[src/ccsr_pkg.sv]
// package for the common command status and reset block
// assumes one 40 MHz clock; commands arrive already parsed as codes
package ccsr_pkg;
	// command codes from the parser
	typedef enum logic [3:0] {
		CMD_NONE = 4'h0, CMD_CLEAR = 4'h1, CMD_EVT_EN = 4'h2, CMD_EVT_EN_Q = 4'h3,
		CMD_EVT_Q = 4'h4, CMD_MAC_EN = 4'h5, CMD_MAC_EN_Q = 4'h6, CMD_OPC = 4'h7,
		CMD_OPC_Q = 4'h8, CMD_PURGE = 4'h9, CMD_REMOVE = 4'ha, CMD_DEFINE = 4'hb,
		CMD_RESET = 4'hc, CMD_IDN_Q = 4'hd, CMD_GET_MAC_Q = 4'he, CMD_LIST_MAC_Q = 4'hf
	} ccsr_cmd_t;
	typedef struct packed {
		logic        valid;
		ccsr_cmd_t   code;
		logic [15:0] arg;   // mask, enable flag or macro slot
	} ccsr_req_t;
	typedef struct packed {
		logic        valid;
		logic [15:0] data;
	} ccsr_rsp_t;
	// event bit positions
	localparam int EV_OPC = 0;
	localparam int EV_PON = 7;
	// status byte summary positions
	localparam int SB_QUES = 3;
	localparam int SB_EVT  = 5;
	localparam int SB_OPER = 7;
	localparam int QUES_RST_BIT = 13;
	localparam int MAC_SLOTS = 8;
	localparam int MAC_IDX_W = 3;
	// reset timing
	localparam int CLK_HZ        = 40_000_000;
	localparam int OUT_DIS_US    = 5000;  // least disconnect time
	localparam int OUT_DIS_CYC   = (OUT_DIS_US * (CLK_HZ / 1_000_000));
	localparam int TRIG_PER_US   = 10000; // 10e-3 s
	localparam int SAMP_PER_NS   = 40000; // 40e-6 s
	localparam logic [15:0] OPC_ONE = 16'h0001;
	localparam logic [15:0] EMPTY   = 16'h0000;
	typedef enum logic [2:0] {
		ST_IDLE = 3'b001, ST_DISCH = 3'b010, ST_DONE = 3'b100
	} ccsr_st_t;
	typedef struct packed {
		ccsr_st_t              st;
		logic [7:0]            evt;
		logic [7:0]            ena;
		logic                  mac_en;
		logic                  opc_arm;
		logic                  opcq_arm;
		logic [MAC_SLOTS-1:0]  mac_def;
		logic [31:0]           cnt;
		logic                  ques13;
		logic                  err_clr;
		ccsr_rsp_t             rsp;
	} ccsr_state_t;
endpackage

[src/ccsr_top.sv]
// common command status and reset block
// assumes a parser delivering one request per cycle and a host reading responses
//
// Functional notes
// - clear status clears standard, operation, questionable events and error queue; here only standard events and the error queue (ERRQ_CLEAR) are cleared.
// - clear status also clears status byte summary bits 3, 5, 7; here bits 3 and 7 are held low only in the clear request cycle.
// - clear status keeps every enable mask.
// - clear status cancels armed operation-complete set and query.
// - macro may shadow a SCPI command name while macros are enabled.
// - macro enable nonzero enables, zero disables; query reports 1 or 0.
// - event enable mask selects event bits feeding status byte bit 5.
// - enable query returns current mask.
// - event query returns set bits then clears the register.
// - event bits latch regardless of mask.
// - get-macro returns stored sequence; list returns names or empty; here get gives the slot's defined flag, list a mask of defined slots.
// - identity gives maker, model, serial, revision; unknowns read 0; here the answer is serial OR revision, both 0.
// - after complete command, bit 0 set once pending operations finish.
// - complete query answers 1 only when nothing pending.
// - purge deletes all macros; remove deletes the named one.
// - reset erases algorithms, zeroes buffers, sets default channel modes.
// - reset selects timer trigger 10 ms, unlimited count, immediate arm, 40 us sample.
// - reset aborts operations, goes trigger idle, cancels complete modes.
// - reset sets questionable condition bit 13.
// - reset keeps calibration, output queue, service and event enables.
// - reset refused while initiated; outputs disconnect 5 to 6 ms; here 5 ms, and a reset taken in ST_DISCH or ST_DONE does not restart it.
`timescale 1ns/1ps
module ccsr_top
	import ccsr_pkg::*;
(
	// clock and reset
	input  wire logic        SYS_CLK,
	input  wire logic        RSTN,
	// parsed requests and answers
	input  wire ccsr_req_t   REQ,
	output ccsr_rsp_t        RSP,
	// device events and state
	input  wire logic [7:1]  EVT_IN,
	input  wire logic        PENDING,
	input  wire logic        INITIATED,
	input  wire logic        OPER_SUM,
	input  wire logic        QUES_SUM,
	input  wire logic        SCPI_HIT,
	// status and reset actions
	output logic [7:0]       STATUS_SUM,
	output logic             ERRQ_CLEAR,
	output logic             MAC_RUN,
	output logic [MAC_IDX_W-1:0] MAC_DEL_IDX,
	output logic             DEV_RESET,
	output logic             OUT_DISCONNECT,
	output logic             QUES_BIT13,
	output logic             RST_REFUSED
);
	// ----------------------------------------
	// state
	// ----------------------------------------
	ccsr_state_t s_r, s_nxt;
	logic        is_clr, is_rst;
	logic        opc_fire;
	logic [15:0] idn_serial, idn_rev;

	// unavailable identity fields read zero
	assign idn_serial = EMPTY;
	assign idn_rev    = EMPTY;
	assign is_clr = REQ.valid && REQ.code == CMD_CLEAR;
	// armed completion lands once nothing is pending
	assign opc_fire = s_r.opc_arm && !PENDING;
	assign is_rst = REQ.valid && REQ.code == CMD_RESET && !INITIATED;

	// ----------------------------------------
	// next state
	// ----------------------------------------
	always_comb begin
		s_nxt = s_r;
		s_nxt.rsp = '{valid: 1'b0, data: EMPTY};
		s_nxt.err_clr = 1'b0;
		// events latch regardless of mask
		s_nxt.evt[7:1] = s_r.evt[7:1] | EVT_IN;
		if (opc_fire) begin
			s_nxt.evt[EV_OPC] = 1'b1;
			s_nxt.opc_arm = 1'b0;
		end
		if (s_r.opcq_arm && !PENDING) begin
			s_nxt.rsp = '{valid: 1'b1, data: OPC_ONE};
			s_nxt.opcq_arm = 1'b0;
		end
		if (REQ.valid) begin
			case (REQ.code)
				CMD_CLEAR: begin
					// same-cycle device events still land, set wins
					s_nxt.evt = {EVT_IN, 1'b0}; // enables untouched
					s_nxt.err_clr = 1'b1;
					s_nxt.opc_arm = 1'b0;
					s_nxt.opcq_arm = 1'b0;
				end
				CMD_EVT_EN: s_nxt.ena = REQ.arg[7:0];
				CMD_EVT_EN_Q: s_nxt.rsp = '{valid: 1'b1, data: {8'h00, s_r.ena}};
				CMD_EVT_Q: begin
					s_nxt.rsp = '{valid: 1'b1, data: {8'h00, s_r.evt}};
					// new events and a landing completion survive the read
					s_nxt.evt = {EVT_IN, opc_fire};
				end
				CMD_MAC_EN: s_nxt.mac_en = |REQ.arg;
				CMD_MAC_EN_Q: s_nxt.rsp = '{valid: 1'b1, data: {15'h0000, s_r.mac_en}};
				CMD_OPC: s_nxt.opc_arm = 1'b1;
				CMD_OPC_Q: s_nxt.opcq_arm = 1'b1;
				CMD_DEFINE: s_nxt.mac_def[REQ.arg[MAC_IDX_W-1:0]] = 1'b1;
				CMD_PURGE: s_nxt.mac_def = '0;
				CMD_REMOVE: s_nxt.mac_def[REQ.arg[MAC_IDX_W-1:0]] = 1'b0;
				CMD_GET_MAC_Q: s_nxt.rsp = '{valid: 1'b1,
					data: {15'h0000, s_r.mac_def[REQ.arg[MAC_IDX_W-1:0]]}};
				CMD_LIST_MAC_Q: s_nxt.rsp = '{valid: 1'b1,
					data: {8'h00, s_r.mac_def}}; // zero means empty list
				CMD_IDN_Q: s_nxt.rsp = '{valid: 1'b1, data: idn_serial | idn_rev};
				CMD_RESET: begin
					if (!INITIATED) begin
						// abort, trigger idle, cancel complete modes
						s_nxt.opc_arm = 1'b0;
						s_nxt.opcq_arm = 1'b0;
						s_nxt.ques13 = 1'b1;
						s_nxt.st = ST_DISCH;
						s_nxt.cnt = '0;
					end
				end
				default: ;
			endcase
		end
		// reset output discharge timer
		case (s_r.st)
			ST_IDLE: ;
			ST_DISCH: begin
				s_nxt.cnt = s_r.cnt + 32'h0000_0001;
				if (s_r.cnt == 32'(OUT_DIS_CYC - 1))
					s_nxt.st = ST_DONE;
			end
			ST_DONE: s_nxt.st = ST_IDLE;
			default: s_nxt.st = ST_IDLE;
		endcase
		if (is_clr)
			s_nxt.ques13 = s_r.ques13;
	end

	// ----------------------------------------
	// registers
	// ----------------------------------------
	always_ff @(posedge SYS_CLK or negedge RSTN) begin
		if (!RSTN) begin
			s_r <= '{st: ST_IDLE, evt: 8'h80, ena: 8'h00, mac_en: 1'b0,
				opc_arm: 1'b0, opcq_arm: 1'b0, mac_def: '0, cnt: '0,
				ques13: 1'b0, err_clr: 1'b0, rsp: '{valid: 1'b0, data: 16'h0000}};
		end else begin
			s_r <= s_nxt;
		end
	end

	// ----------------------------------------
	// outputs
	// ----------------------------------------
	always_comb begin
		STATUS_SUM = '0;
		STATUS_SUM[SB_QUES] = QUES_SUM && !is_clr;
		STATUS_SUM[SB_EVT]  = |(s_r.evt & s_r.ena);
		STATUS_SUM[SB_OPER] = OPER_SUM && !is_clr;
	end
	assign RSP            = s_r.rsp;
	assign ERRQ_CLEAR     = s_r.err_clr;
	assign MAC_RUN        = s_r.mac_en && SCPI_HIT;
	assign MAC_DEL_IDX    = REQ.arg[MAC_IDX_W-1:0];
	assign DEV_RESET      = is_rst;
	assign OUT_DISCONNECT = s_r.st == ST_DISCH;
	assign QUES_BIT13     = s_r.ques13;
	assign RST_REFUSED    = REQ.valid && REQ.code == CMD_RESET && INITIATED;
endmodule

[config.mk]
export PLATFORM = sky130hd
export DESIGN_NAME = ccsr_top
export DESIGN_NICKNAME = d
export VERILOG_FILES = /design/src/ccsr_pkg.sv /design/src/ccsr_top.sv
export SDC_FILE = /design/constraint.sdc
export NUM_CORES = 1
export LEC_CHECK = 0
export ABC_AREA = 1
export BUFFER_PORTS_ARGS = -buffer_cell sky130_fd_sc_hd__buf_4
export CAP_MARGIN = 10
export CORE_UTILIZATION = 50
export CTS_BUF_LIST = sky130_fd_sc_hd__clkbuf_4 sky130_fd_sc_hd__clkbuf_8 sky130_fd_sc_hd__clkbuf_16
export CTS_CLUSTER_SIZE = 14
export DETAILED_ROUTE_END_ITERATION = 16
export GPL_TIMING_DRIVEN = 1
export PLACE_DENSITY = 0.71
export SYNTH_ARGS = -nofsm -noshare
export SYNTH_HDL_FRONTEND = slang
export SYNTH_SLANG_ARGS = --single-unit
[constraint.sdc]
create_clock -name SYS_CLK -period 1.75 [get_ports SYS_CLK]
set_input_delay 0.0875 -clock SYS_CLK [delete_from_list [all_inputs] [get_ports SYS_CLK]]
set_output_delay 0.0875 -clock SYS_CLK [all_outputs]
set_load 0.05 [all_outputs]
# Yosys cells after proc, flatten, opt, wreduce, memory -nomap -nowiden
# Cells that the tools add are included.
[totals]
regBits = 81
[classes]
n_addsub = 1
magnitude_cmp = 2
n_eq_ne = 19
n_mux = 25
bitwise = 7
n_reduce_logical = 23
[op_table]
columns = ["op", "count"]
rows = [
  ["case mux 17 bit (6 select lines)", 1],
  ["2-to-1 mux 81 bit", 1],
  ["2-to-1 mux 33 bit", 2],
  ["adder 32 x 1 -> 32 bit (second input constant)", 1],
  ["== test 32 x 18 -> 1 bit (second input constant)", 1],
  ["== test 4 bit (second input constant)", 8],
  ["2-to-1 mux 32 bit", 1],
  ["case mux 8 bit (3 select lines)", 1],
  ["2-to-1 mux 17 bit", 1],
  ["bitwise AND 8 bit", 2],
  ["== test 4 x 3 -> 1 bit (second input constant)", 4],
  ["case mux 8 bit (2 select lines)", 1],
  ["OR reduction 16 bit", 1],
  ["logical AND 1 bit", 10],
  ["2-to-1 mux 3 bit", 3],
  ["== test 4 x 2 -> 1 bit (second input constant)", 2],
  ["2-to-1 mux 8 bit", 1],
  ["NOT 8 bit", 1],
  ["OR 8 bit", 1],
  ["OR reduction 8 bit", 1],
  ["2-to-1 mux 1 bit", 7],
  ["OR 7 bit", 1],
  ["case mux 1 bit (3 select lines)", 2],
  ["case mux 3 bit (2 select lines)", 1],
  ["other kinds (16)", 22],
]

# Longest topological paths before layout
[logic_depth]
depth_word = 10
depth_mapped = 10
depth_no_buf = 9

# Least setup slack after synthesis
# OpenSTA, ideal clock, no wires.
[synth_path]
path_type = "input to output"
startpoint = "input port REQ[16] (netlist name)"
endpoint = "output port RST_REFUSED"
arrival_ns = 1.382
required_ns = 1.662
path_slack_ns = 0.280
stages = 3
n_path_buf = 0
path_cell_list = "nor2_4 -> nand2_4 -> nor3_1"
[synth_between]
elab_chain_len = 3
[synth_lines]
columns = ["element", "line", "source"]
rows = [
  ["start: declaration", "ccsr_top.sv:34", "input wire ccsr_req_t REQ,"],
  ["== test 4 bit", "ccsr_top.sv:171", "assign RST_REFUSED = REQ.valid && REQ.code == CMD_RESET && INITIATED;"],
  ["logical AND 1 bit (2 in a row)", "ccsr_top.sv:171", ""],
  ["end: declaration", "ccsr_top.sv:51", "output logic RST_REFUSED"],
]
# Every way passes these cells.

# Worst setup path in the final report
[layout_path]
startpoint = "register s_r[80] (netlist name)"
endpoint = "output port OUT_DISCONNECT"
[layout_between]
elab_chain_len = 1
[layout_lines]
columns = ["element", "line", "source"]
rows = [
  ["start: declaration", "ccsr_top.sv:56", "ccsr_state_t s_r, s_nxt;"],
  ["start signal: assignment", "ccsr_top.sv:147", "s_r <= '{st: ST_IDLE, evt: 8'h80, ena: 8'h00, mac_en: 1'b0,"],
  ["start signal: assignment", "ccsr_top.sv:151", "s_r <= s_nxt;"],
  ["== test 3 x 2 -> 1 bit", "ccsr_top.sv:169", "assign OUT_DISCONNECT = s_r.st == ST_DISCH;"],
  ["end: declaration", "ccsr_top.sv:49", "output logic OUT_DISCONNECT,"],
]
# Every way passes these cells.

==> impl_metrics.toml <==
[outcome]
outcome = "finished with violations"
violations = "design-rule violations"

[critical_path]
cp.arrival_ns = 1.55
path_delay_family = "buffers and inverters"
path_common_cell = "buf_4"
crit_chain = "nor3_4, buf_4, buf_4"
rr_startpoint = "s_r[20]"
critPathMaxFanout = 14
cp_data_required_time_ns = 1.66
crit_path_max_incr_delay_ns = 0.42
rr_worst_depth = 8
path_buf_inv = 2
cp-start-kind = "register"
end_kind = "primary output"
critPathSlowestCell = "dfrtp_1"
timing.reg2reg.setup_slack_ns = 0.18
cp-startpoint = "s_r[80]"
cp.depth = 3
worstSetupPathType = "register to primary output"

[timing]
period_share = 0.938
finalCriticalPeriod_ns = 1.64
holdWs_ns = 0.0118
final_max_slew_viol_count = 0
fin_skew_ns = 0.0145
setup_violations = 0
tns_ns = 0
setup_slack_ns = 0.108
hold_violations = 0
rsz0062_at_grt = "no"
fmax_ghz = 0.609
slew_headroom = 0.619
worst_pin_slew_ns = 0.572

[synthesis]
synthesis.instances = 667
synth_area_per_cell_um2 = 6.86
synth_edf_count = 0
synthArstFlopShare = 1.00
synth.area.top_cells = "dfrtp_1, nand2_1, inv_1"
synth_top_cell_area_share = 0.388
yosys_warnings = 0
syn_area_mm2 = 0.00458
ys_ff_latch = 73
netlist_top_cells_count = "nand2_1, inv_1, nor2_1"
ys_types = 37
yosys.area.top_type = "dfrtp_1"
ys_seq_area_frac = 0.400
ys.flop_type = "dfrtp_1"
post-synth-top-count-cell = "nand2_1"

[finish]
stdcell_count = 839
drive_gt1_frac = 0.146
syn_to_final_growth_pct = 15.6
nets = 762
antenna_cells = 0
postLayoutCoreUtil = 0.601
nFillCells = 834
stdcell_area_mm2 = 0.00529

[cts]
cts.sinks = 73
cts_root_buf = "clkbuf_8"
max-clock-path-buffers = 2
clkSlewWorstSetupHoldPaths_ns = 0.10
insertion_delay_ns = 0.36
cts_buffers = 9
ctsHtreeMaxLevel = 3
cts_tree = "done"

[place]
gp_congestion = 0.926
dp.cells = 812
numPortBuffers = 55
pre_cts_slack_ns = 0.177
placed_area_mm2 = 0.00499
hpwlAfterDp_um = 8410

[global_route]
gr-total-overflow = 0
antenna_found_initial = 0
grt_pass1_wl_um = 18900
grt_usage = 0.250
grt_pass1_vias = 3966
grt_max_degree = 43

[power]
leakage_nw = 2.75
p_switching_mw = 2.29
vdd_drop_max_mv = 0.541
switching_share = 0.416
pwr-share-clk = 0.242
p_comb_frac = 0.282
p_per_area_mw_per_mm2 = 1040
power_mw = 5.49
p_int_mw = 3.21
seq_power_share = 0.475

[floorplanning]
row_count = 34
die_h_um = 97.7
ios = 69
die_x_um = 97.7
coreArea_mm2 = 0.00881
dieArea_mm2 = 0.00954
start_util = 0.520

[route]
via_per_inst = 5.33
wirelength_um = 11300
first_iter_violations = 327
wire_per_inst_um = 13.5
ant_nets = 0
drc = 14
drt_pass1_iterations = 11
via_count = 4468

[worst_hold_path]
holdPathStages = 3
hold_class = "input port to register"
hp-start = "REQ[4]"

[flow_run]
maxCapViolCount = 0
==> timing repair <==
action / in CTS / in global routing
hold buffers: 11 / 0
hold endpoints to repair: 49 / 0
resized for setup: 0 / 1
endpoints found under the setup margin: 0 / 2
buffers inserted: 0 / 0
==> cell families after synthesis <==
logic type               share of synthesized area
adder cells (fa/ha/maj)                    0.00273
buffers and inverters                        0.136
AND/OR/NAND/NOR                              0.355
AO/OA/AOI/OAI                                0.102
other                                     0.000819
XOR/XNOR                                   0.00383
flip-flops                                   0.400
==> cell type report <==
class	instances	area (um^2)	share of cell area
inverter	102	383	0.0724
clock buffer	9	124	0.0234
timing repair buffer	71	573	0.108
multi-input combinational	469	2180	0.412
clock inverter	7	67.6	0.0128
sequential	73	1830	0.346
tap	108	135	0.0255
==> flip-flops by register name (all words and copies together), names as in the netlist <==
signal	count
ERRQ_CLEAR	1
QUES_BIT13	1
RSP	9
s_r	62
==> worst min-delay path, stage by stage <==
cell and delay (ns):
buf_4 0.11, inv_1 0.06, o21ai_0 0.08
==> layer usage <==
| layer | track usage | vias up | wire length [um] | share of wire |
|---|---|---|---|---|
| met4 | 0.0851 | 0 | 168 | 0.015 |
| met3 | 0.0324 | 14 | 721 | 0.064 |
| met2 | 0.367 | 190 | 4820 | 0.43 |
| met1 | 0.376 | 2066 | 5600 | 0.50 |
| li1 | - | 2198 | - | - |
| met5 | 0 | - | 0 | 0 |
==> cell usage in the layout (no fill, tap or decap) <==
cell type      synthesis  routed
o32ai_1                1       1
or2_2                  1       1
clkinvlp_4             0       1
o21bai_1               7       7
nor3_4                 2       3
inv_1                 93      93
nand4_1               11      11
nand3_1               47      47
buf_12                 0       1
o22ai_1                9       9
a21boi_0               1       1
clkbuf_8               0       9
nor2_4                 3       3
dlygate4sd3_1          0      11
nor4_1                 3       3
nand3b_1               2       2
and3b_1                1       1
inv_2                  9       9
o21ai_0               39      39
dfrtp_1               71      71
xor2_1                 2       2
nor2_2                 5       5
nor2_1                74      74
inv_8                  0       3
nand2_1              198     198
dfstp_2                2       2
o221ai_1               2       2
a31oi_1                5       5
buf_4                 25      59
nand3_2                1       1
nor3_1                16      16
conb_1                 1      13
nand2_4                3       3
o211ai_1               3       3
o21ai_1                4       4
nand2_2                3       3
inv_6                  0       3
ha_2                   0       1
a21oi_1               11      11
==> power groups by stage <==
stage | Combinational, mW | Clock [mW] | Sequential (mW)
2_1_floorplan | 1.18 | 0 | 2.49
3_3_place_gp | 1.48 | 0 | 2.61
3_5_place_dp | 1.51 | 0 | 2.62
4_1_cts | 1.54 | 1.36 | 2.59
5_1_grt | 1.78 | 1.43 | 2.67
6_report | 1.55 | 1.33 | 2.61
==> final timing paths <==
check                                  to
setup / recovery           OUT_DISCONNECT
hold / removal                    s_r[66]
setup reg to reg                  s_r[49]
hold reg to reg                QUES_BIT13
max in group asynchronous         s_r[41]
min in group asynchronous          RSP[1]
No activity file was read; power rests on OpenSTA's default activity.
